File: config.mk
export PLATFORM = sky130hd
export DESIGN_NAME = hs_homing_sequencer
export DESIGN_NICKNAME = d
export VERILOG_FILES = /design/src/hdl/hs_pkg.sv /design/src/hdl/hs_homing_sequencer.sv
export SDC_FILE = /design/constraint.sdc
export NUM_CORES = 1
export LEC_CHECK = 0
export ABC_CLOCK_PERIOD_IN_PS = 3500
export BUFFER_PORTS_ARGS = -buffer_cell sky130_fd_sc_hd__buf_2
export CAP_MARGIN = 20
export CORE_AREA = 2 2 73 103
export CTS_CLUSTER_DIAMETER = 80
export DETAILED_ROUTE_END_ITERATION = 16
export DIE_AREA = 0 0 75 105
export MAX_ROUTING_LAYER = met4
export PLACE_DENSITY = 0.61
export SYNTH_ARGS = -nofsm -noshare
export SYNTH_HDL_FRONTEND = slang
export SYNTH_SLANG_ARGS = --single-unit
File: constraint.sdc
create_clock -name clk -period 3.5 [get_ports clk]
set_clock_uncertainty 0.05 [all_clocks]
set_input_delay 0.35 -clock clk [delete_from_list [all_inputs] [get_ports clk]]
set_output_delay 0.35 -clock clk [all_outputs]
set_load 0.1 [all_outputs]
File: src/hdl/hs_pkg.sv
// Constants and types shared by the homing sequencer.
package hs_pkg;

    // ********************************************************************
    // Homing method codes
    // ********************************************************************
    localparam logic [7:0] METHOD_IDX_NEG_FWD   = 8'h0B;
    localparam logic [7:0] METHOD_IDX_NEG_RET   = 8'h0C;
    localparam logic [7:0] METHOD_IDX_NEG_TURN  = 8'h0D;
    localparam logic [7:0] METHOD_IDX_NEG_THRU  = 8'h0E;
    localparam logic [7:0] METHOD_NEG_LIMIT     = 8'h11;
    localparam logic [7:0] METHOD_POS_LIMIT     = 8'h12;
    localparam logic [7:0] METHOD_SW_POS        = 8'h13;
    localparam logic [7:0] METHOD_SW_POS_SLOW   = 8'h14;
    localparam logic [7:0] METHOD_SW_NEG        = 8'h15;
    localparam logic [7:0] METHOD_SW_NEG_SLOW   = 8'h16;
    localparam logic [7:0] METHOD_SW_POS_LIMIT  = 8'h17;

    localparam int SPEED_W = 16;

    // ********************************************************************
    // Sequencer states
    // ********************************************************************
    typedef enum logic [2:0] {
        HS_IDLE     = 3'b000,
        HS_FAST     = 3'b001,
        HS_BOUNCE   = 3'b010,
        HS_SLOW1    = 3'b011,
        HS_SLOW2    = 3'b100,
        HS_SEEK_IDX = 3'b101,
        HS_DONE     = 3'b110
    } hs_state_e;

    // Event that ends the current phase.
    typedef enum logic [2:0] {
        EV_NONE  = 3'b000,
        EV_RISE  = 3'b001,
        EV_FALL  = 3'b010,
        EV_INDEX = 3'b011,
        EV_STOP  = 3'b100
    } hs_event_e;

endpackage

File: src/hdl/hs_homing_sequencer.sv
// Homing sequencer choosing direction and speed for each homing phase.

// Behaviour
// - Method 11, switch low, no limit: negative fast, at switch edge positive slow.
// - Method 11, negative limit met: positive fast, at switch rise slow positive.
// - Method 11, switch active at start: positive slow, halt at index after fall.
// - Method 12: negative fast, rise positive slow, fall negative slow, halt index.
// - Method 13: negative, slow at rise, fall positive slow, halt at index.
// - Method 14: negative except positive fast after a limit reversal, slow at rise, past fall, halt at index.
// - Negative limit homing, limit inactive: negative fast, rise positive slow, halt fall.
// - Negative limit homing, limit active at start: positive slow directly.
// - Positive limit homing, limit inactive: positive fast, rise negative slow, halt fall.
// - Positive limit homing, limit active at start: negative slow directly.
// - Switch search positive: fast positive, rise negative slow, halt fall.
// - Slow positive switch method, switch inactive: positive slow, halt at rise.
// - Slow positive switch method, switch active: negative fast, fall positive slow.
// - Switch search negative: fast negative, rise positive slow, halt fall.
// - Slow negative switch method, switch inactive: negative slow, halt at rise.
// - Slow negative switch method, switch active: positive fast, fall negative slow.
// - Limit-aware positive: positive fast, rise negative slow, halt at fall.
// - Limit-aware positive, positive limit met: negative fast, rise slow negative.
// - Limit-aware positive, switch active at start: negative slow, halt at fall.
// - Deceleration-point level sampled at start selects the motion sequence.
module hs_homing_sequencer (
    input  wire logic                       clk,
    input  wire logic                       reset,
    input  wire logic                       start,
    input  wire logic [7:0]                 homing_method_select,
    input  wire logic [hs_pkg::SPEED_W-1:0] high_speed,
    input  wire logic [hs_pkg::SPEED_W-1:0] low_speed,
    input  wire logic                       home_reference_switch,
    input  wire logic                       negative_travel_limit,
    input  wire logic                       positive_travel_limit,
    input  wire logic                       encoder_index,
    output logic                            moving,
    output logic                            dir_negative,
    output logic [hs_pkg::SPEED_W-1:0]      speed,
    output logic                            done,
    output logic                            busy
);

    // ********************************************************************
    // Input synchronisers
    // ********************************************************************
    logic [3:0] sync1;
    logic [3:0] sync2;
    logic [3:0] prev;

    // Two flops guard against metastability on the asynchronous pins.
    // The third holds the last settled level for edge detection.
    always_ff @(posedge clk or posedge reset) begin
        if (reset) begin
            sync1 <= 4'h0;
        end else begin
            sync1 <= {encoder_index, positive_travel_limit,
                      negative_travel_limit, home_reference_switch};
        end
    end

    always_ff @(posedge clk or posedge reset) begin
        if (reset) begin
            sync2 <= 4'h0;
        end else begin
            sync2 <= sync1;
        end
    end

    always_ff @(posedge clk or posedge reset) begin
        if (reset) begin
            prev <= 4'h0;
        end else begin
            prev <= sync2;
        end
    end

    wire logic sw     = sync2[0];
    wire logic nlim   = sync2[1];
    wire logic plim   = sync2[2];
    wire logic sw_r   = sync2[0] & ~prev[0];
    wire logic sw_f   = ~sync2[0] & prev[0];
    wire logic nl_r   = sync2[1] & ~prev[1];
    wire logic nl_f   = ~sync2[1] & prev[1];
    wire logic pl_r   = sync2[2] & ~prev[2];
    wire logic pl_f   = ~sync2[2] & prev[2];
    wire logic idx_r  = sync2[3] & ~prev[3];

    // ********************************************************************
    // Method decode
    // ********************************************************************
    logic [7:0] method;
    // The method is captured on every idle cycle, so it is fixed once a
    // run starts even if the selection moves afterwards.
    wire logic m11  = method == hs_pkg::METHOD_IDX_NEG_FWD;
    wire logic m12  = method == hs_pkg::METHOD_IDX_NEG_RET;
    wire logic m13  = method == hs_pkg::METHOD_IDX_NEG_TURN;
    wire logic m14  = method == hs_pkg::METHOD_IDX_NEG_THRU;
    wire logic mnl  = method == hs_pkg::METHOD_NEG_LIMIT;
    wire logic mpl  = method == hs_pkg::METHOD_POS_LIMIT;
    wire logic msp  = method == hs_pkg::METHOD_SW_POS;
    wire logic msps = method == hs_pkg::METHOD_SW_POS_SLOW;
    wire logic msn  = method == hs_pkg::METHOD_SW_NEG;
    wire logic msns = method == hs_pkg::METHOD_SW_NEG_SLOW;
    wire logic mspl = method == hs_pkg::METHOD_SW_POS_LIMIT;
    wire logic m_idx = m11 | m12 | m13 | m14;
    wire logic m_sw_neg_first = m11 | m12 | m13 | m14 | msn;

    // Deceleration-point input for the selected method.
    wire logic [7:0] sel_method = homing_method_select;
    wire logic decel_now =
        (sel_method == hs_pkg::METHOD_NEG_LIMIT) ? nlim :
        (sel_method == hs_pkg::METHOD_POS_LIMIT) ? plim : sw;
    wire logic method_ok =
        (sel_method >= hs_pkg::METHOD_IDX_NEG_FWD &&
         sel_method <= hs_pkg::METHOD_IDX_NEG_THRU) ||
        (sel_method >= hs_pkg::METHOD_NEG_LIMIT &&
         sel_method <= hs_pkg::METHOD_SW_POS_LIMIT);

    // Edges on the deceleration-point signal of the running method.
    wire logic dp_r = mnl ? nl_r : (mpl ? pl_r : sw_r);
    wire logic dp_f = mnl ? nl_f : (mpl ? pl_f : sw_f);
    // Travel limit that forces a fast reversal during the fast search.
    wire logic lim_hit = (m_sw_neg_first & nlim) | (mspl & plim);

    // ********************************************************************
    // Phase sequencing
    // ********************************************************************
    hs_pkg::hs_state_e state;
    hs_pkg::hs_state_e next_state;
    logic              next_dir;
    logic              next_fast;
    logic              dir_r;
    logic              fast_r;
    logic              next_done;

    always_comb begin
        next_state = state;
        next_dir   = dir_r;
        next_fast  = fast_r;
        next_done  = 1'b0;
        case (state)
            hs_pkg::HS_IDLE: begin
                if (start && method_ok) begin
                    // Level at start picks the sequence.
                    if (!decel_now) begin
                        next_fast  = ~(msps | msns);
                        next_dir   = m_sw_neg_first | mnl | msns;
                        next_state = (msps | msns) ? hs_pkg::HS_SLOW2
                                                   : hs_pkg::HS_FAST;
                    end else if (msps | msns) begin
                        next_fast  = 1'b1;
                        next_dir   = msps;
                        next_state = hs_pkg::HS_BOUNCE;
                    end else begin
                        next_fast  = 1'b0;
                        next_dir   = m13 | m14 | mpl | msp | mspl;
                        next_state = hs_pkg::HS_SLOW1;
                    end
                end
            end
            hs_pkg::HS_FAST: begin
                if (!m_idx && !mspl && dp_r) begin
                    next_fast  = 1'b0;
                    next_dir   = ~dir_r;
                    next_state = hs_pkg::HS_SLOW1;
                end else if (dp_r) begin
                    next_fast  = 1'b0;
                    next_dir   = (m13 | m14) ? dir_r : ~dir_r;
                    next_state = hs_pkg::HS_SLOW1;
                end else if (lim_hit) begin
                    next_dir   = ~dir_r;
                    next_state = hs_pkg::HS_BOUNCE;
                end
            end
            hs_pkg::HS_BOUNCE: begin
                if ((msps | msns) ? sw_f : sw_r) begin
                    // After a limit reversal the index variants whose slow search is
                    // negative (13 and 14) turn back here; the others keep going.
                    next_fast  = 1'b0;
                    next_dir   = (msps | msns) ? ~dir_r
                               : ((m13 | m14) ? 1'b1 : dir_r);
                    next_state = hs_pkg::HS_SLOW1;
                end
            end
            hs_pkg::HS_SLOW1: begin
                if (dp_f) begin
                    if (m11) begin
                        next_state = hs_pkg::HS_SEEK_IDX;
                    end else if (m12 | m13) begin
                        next_dir   = ~dir_r;
                        next_state = hs_pkg::HS_SEEK_IDX;
                    end else if (m14) begin
                        next_state = hs_pkg::HS_SEEK_IDX;
                    end else if (!(msps | msns)) begin
                        next_state = hs_pkg::HS_DONE;
                    end
                end
            end
            hs_pkg::HS_SLOW2: begin
                if (sw_r) begin
                    next_state = hs_pkg::HS_DONE;
                end
            end
            hs_pkg::HS_SEEK_IDX: begin
                if (idx_r) begin
                    next_state = hs_pkg::HS_DONE;
                end
            end
            hs_pkg::HS_DONE: begin
                next_done  = 1'b1;
                next_state = hs_pkg::HS_IDLE;
            end
            default: begin
                next_state = hs_pkg::HS_IDLE;
            end
        endcase
    end

    wire logic next_moving = (next_state != hs_pkg::HS_IDLE) &&
                             (next_state != hs_pkg::HS_DONE);
    // Speed is zero whenever the axis is not commanded to move.
    wire logic [hs_pkg::SPEED_W-1:0] next_speed =
        !next_moving ? '0 : (next_fast ? high_speed : low_speed);

    always_ff @(posedge clk or posedge reset) begin
        if (reset) begin
            state <= hs_pkg::HS_IDLE;
        end else begin
            state <= next_state;
        end
    end

    always_ff @(posedge clk or posedge reset) begin
        if (reset) begin
            dir_r <= 1'b0;
        end else begin
            dir_r <= next_dir;
        end
    end

    always_ff @(posedge clk or posedge reset) begin
        if (reset) begin
            fast_r <= 1'b0;
        end else begin
            fast_r <= next_fast;
        end
    end

    always_ff @(posedge clk or posedge reset) begin
        if (reset) begin
            method <= 8'h00;
        end else if (state == hs_pkg::HS_IDLE) begin
            method <= sel_method;
        end
    end

    // ********************************************************************
    // Output registers
    // ********************************************************************
    // Every output is a flop so the drive sees clean levels.
    always_ff @(posedge clk or posedge reset) begin
        if (reset) begin
            moving <= 1'b0;
        end else begin
            moving <= next_moving;
        end
    end

    always_ff @(posedge clk or posedge reset) begin
        if (reset) begin
            dir_negative <= 1'b0;
        end else begin
            dir_negative <= next_dir;
        end
    end

    always_ff @(posedge clk or posedge reset) begin
        if (reset) begin
            speed <= '0;
        end else begin
            speed <= next_speed;
        end
    end

    always_ff @(posedge clk or posedge reset) begin
        if (reset) begin
            done <= 1'b0;
        end else begin
            done <= next_done;
        end
    end

    always_ff @(posedge clk or posedge reset) begin
        if (reset) begin
            busy <= 1'b0;
        end else begin
            busy <= next_state != hs_pkg::HS_IDLE;
        end
    end

endmodule

==> impl_metrics.yaml <==
drt:
  vias_per_cell: 5.13
  routed_wl_um: 5600
  wire_length_on_met3_um: 169
  route.antenna.remaining_nets: 0
  highest_layer: "met4"
  drt_drc_violations_left: 0
  drt_pre_antenna_iters: 4
  detailroute.via_count: 1975
  drt_first_iter_violations: 57
  total_length_of_routed_met2_wires_um: 3010
  wl_per_cell_um: 14.5
  detail_route.wirelength.met1_um: 2290
sta:
  final.period_utilization: 0.794
  minimum_clock_period_after_layout_ns: 2.78
  relSlewSlack: 0.390
  worst_tran_pin_value_ns: 0.914
  final_hold_viol_count: 0
  final-setup-viol-count: 0
  setup_tns_final_ns: 0
  rsz0062_at_grt: "false"
  fmax_mhz: 360
  timing.final.max_slew_violations: 0
grt:
  initial_antenna_violation_count: 0
  via_count_of_the_first_global_routing_pass: 1971
  groute.usage.overall: 0.162
  grt-ovfl-total: 0
  pin_count_of_the_biggest_net_entering_global_routing: 45
  grt_pass1_wl_um: 9540
synthesis:
  synth-edff-count: 0
  synth_seq_area_share: 0.463
  postSynth.asyncResetShare: 1.00
  synth_area_leader: "sky130_fd_sc_hd__dfrtp_1"
  synth.top_cells.by_area: "sky130_fd_sc_hd__dfrtp_1, sky130_fd_sc_hd__mux2i_1, sky130_fd_sc_hd__a21oi_2, sky130_fd_sc_hd__mux2_2, sky130_fd_sc_hd__a21oi_1"
  synth.yosys.warnings: 0
  postSynth.topFlopCell: "sky130_fd_sc_hd__dfrtp_1"
  syn_inst: 226
  post-synth-top-area-fraction: 0.463
  synth.ff_latch_count: 44
  yosysUniqueCellTypes: 55
  mappedNetlistNets: 274
  syn-mean-instance-area_um2: 10.5
  syn-cell-area_um2: 2380
die:
  floorplan.initialDensity: 0.345
  floorplan.die_area_um2: 7880
  die_height_um: 105
  placeable_core_region_um2: 6890
  floorplan.rows: 36
  floorplan.io_pins: 67
  die-width_um: 75
clocking:
  clk_pin_slew_ns: 0.08
  worst_skew_pair.late_latency_ns: 0.30
  max-clock-path-buffers: 2
  cts_setup_buffers: 0
  hold_buffers: 0
  tritoncts: "yes"
  numCtsBuffers: 5
  postcts_resize_cnt: 0
  clk_root_buffer_cell: "sky130_fd_sc_hd__clkbuf_8"
  cts_num_sinks: 44
  clock_tree.htree_level_count: 2
setup_path:
  cp_max_fo: 20
  cp_data_arrival_time_ns: 2.90
  timing.setup.critical_path_class: "flip-flop to flip-flop"
  worst_setup_path_end_kind: "flip-flop"
  path_delay_family: "compound AO/OA/AOI/OAI gates"
  cp_data_required_time_ns: 3.61
  path_cells: "nor4bb_1 -> o2111a_1 -> a311oi_1 -> a211oi_1 -> a211oi_4 -> xnor2_2 -> buf_4 -> a21oi_1"
  cp-start-kind: "flip-flop"
  crit_slowest_cell: "sky130_fd_sc_hd__dfrtp_1"
  worst-path-buf-inv: 1
  slowest_delay_ns: 0.60
  worstRegToRegCells: 8
  crit_cells: 8
placed_design:
  port_buffers: 66
  place_congestion: 0.878
  dp_hpwl_um: 4080
  place.detailed.instances: 377
run_status:
  status: "finished clean"
cells_and_area:
  layout_commonest_cell: "sky130_fd_sc_hd__buf_2"
  area.growth.synth_to_final_pct: 20.9
  layout.cells.non_filler: 385
  register_area_um2: 1100
  final_net_count: 337
  mostFrequentLayoutCells: "sky130_fd_sc_hd__buf_2, sky130_fd_sc_hd__dfrtp_1, sky130_fd_sc_hd__mux2i_1, sky130_fd_sc_hd__a21oi_1, sky130_fd_sc_hd__nand2_1"
  post_route_cells_drive_above_1_share: 0.359
  multi_input_comb_area_um2: 1180
  diodes: 0
  fillers: 676
pwr:
  power_density_nw_per_um2: 1020
  peakVddDrop_mv: 0.574
  leakagePower_nw: 1.24
hold_path:
  worst_hold_path_stage_count: 1
  worst_hold_path_class: "primary input to flip-flop"
run:
  drv.max_cap_violation_count: 0
-- registers in the layout, indices dropped and copies added, names as in the netlist, 3 cells and up --
| register | cells |
|---|---|
| method | 8 |
| state | 3 |
| prev | 4 |
| sync2 | 4 |
| speed | 16 |
| sync1 | 4 |
-- power breakdown --
| group | leakage, nW | internal (mW) | switching, mW | total [mW] |
|---|---|---|---|---|
| clock | 0.0424 | 0.143 | 0.175 | 0.317 |
| sequential | 0.530 | 0.681 | 0.184 | 0.865 |
| combinational | 0.669 | 0.442 | 1.31 | 1.76 |
| total | 1.24 | 1.27 | 1.67 | 2.94 |
-- synthesized netlist by cell type (6+ instances only) --
cell type                   n
sky130_fd_sc_hd__nor2_1     7
sky130_fd_sc_hd__nand2b_1   7
sky130_fd_sc_hd__clkbuf_1   6
sky130_fd_sc_hd__dfrtp_1   44
sky130_fd_sc_hd__mux2_2     7
sky130_fd_sc_hd__a31oi_1    9
sky130_fd_sc_hd__nand2_1   11
sky130_fd_sc_hd__nor3_1     6
sky130_fd_sc_hd__a21oi_1   13
sky130_fd_sc_hd__inv_1     10
sky130_fd_sc_hd__nand3_1    7
sky130_fd_sc_hd__a21oi_2    9
sky130_fd_sc_hd__mux2i_1   17
sky130_fd_sc_hd__nor2b_1    6
-- area by class of cell --
type	count	share of cell area
multi-input cells	159	0.411
well taps	95	0.0413
clock buffers	7	0.0265
flip-flops and latches	44	0.383
inverters	10	0.0130
repair buffers	69	0.123
clock inverters	1	0.00304
-- cell families (layout without fill, tap and decap cells) --
group,after synthesis,count (layout),share of synthesized area
AO/OA/AOI/OAI,59,59,0.187
XOR/XNOR,3,3,0.0142
adder cells (fa/ha/maj),2,2,0.00946
buffers and inverters,23,87,0.0431
flip-flops,44,44,0.463
multiplexers,24,24,0.105
AND/OR/NAND/NOR,71,71,0.179
-- per-layer routing --
metal | track usage | vias up
met5 | - | -
met2 | 0.259 | 40
met3 | 0.0289 | 8
met1 | 0.195 | 967
met4 | 0.0702 | 0
li1 | - | 960
-- stage by stage --
stage / util / setup WS, ns / hold WS, ns / cell area (µm²) / total power, mW
6_report: 0.418 / 0.720 / 0.0999 / 2880 / 2.94
5_1_grt: 0.418 / 0.493 / 0.0873 / 2880 / 3.11
4_1_cts: 0.418 / 0.743 / 0.0859 / 2880 / 2.96
3_5_place_dp: 0.405 / 0.550 / 0.285 / 2790 / 2.64
3_3_place_gp: 0.405 / 0.616 / 0.283 / 2790 / 2.62
2_1_floorplan: - / 0.766 / 0.281 / 2380 / 2.33
-- final timing paths --
| check | startpoint | end | slack, ns |
|---|---|---|---|
| max reg2reg | method[1] | speed[6] | 0.72 |
| min reg2reg | sync1[1] | sync2[1] | 0.30 |
| max | method[1] | speed[6] | 0.72 |
| max in group asynchronous | reset | speed[10] | 2.63 |
| min in group asynchronous | reset | sync2[1] | 0.20 |
| min | negative_travel_limit | sync1[1] | 0.1 |
(Power assumes the default switching activity.)
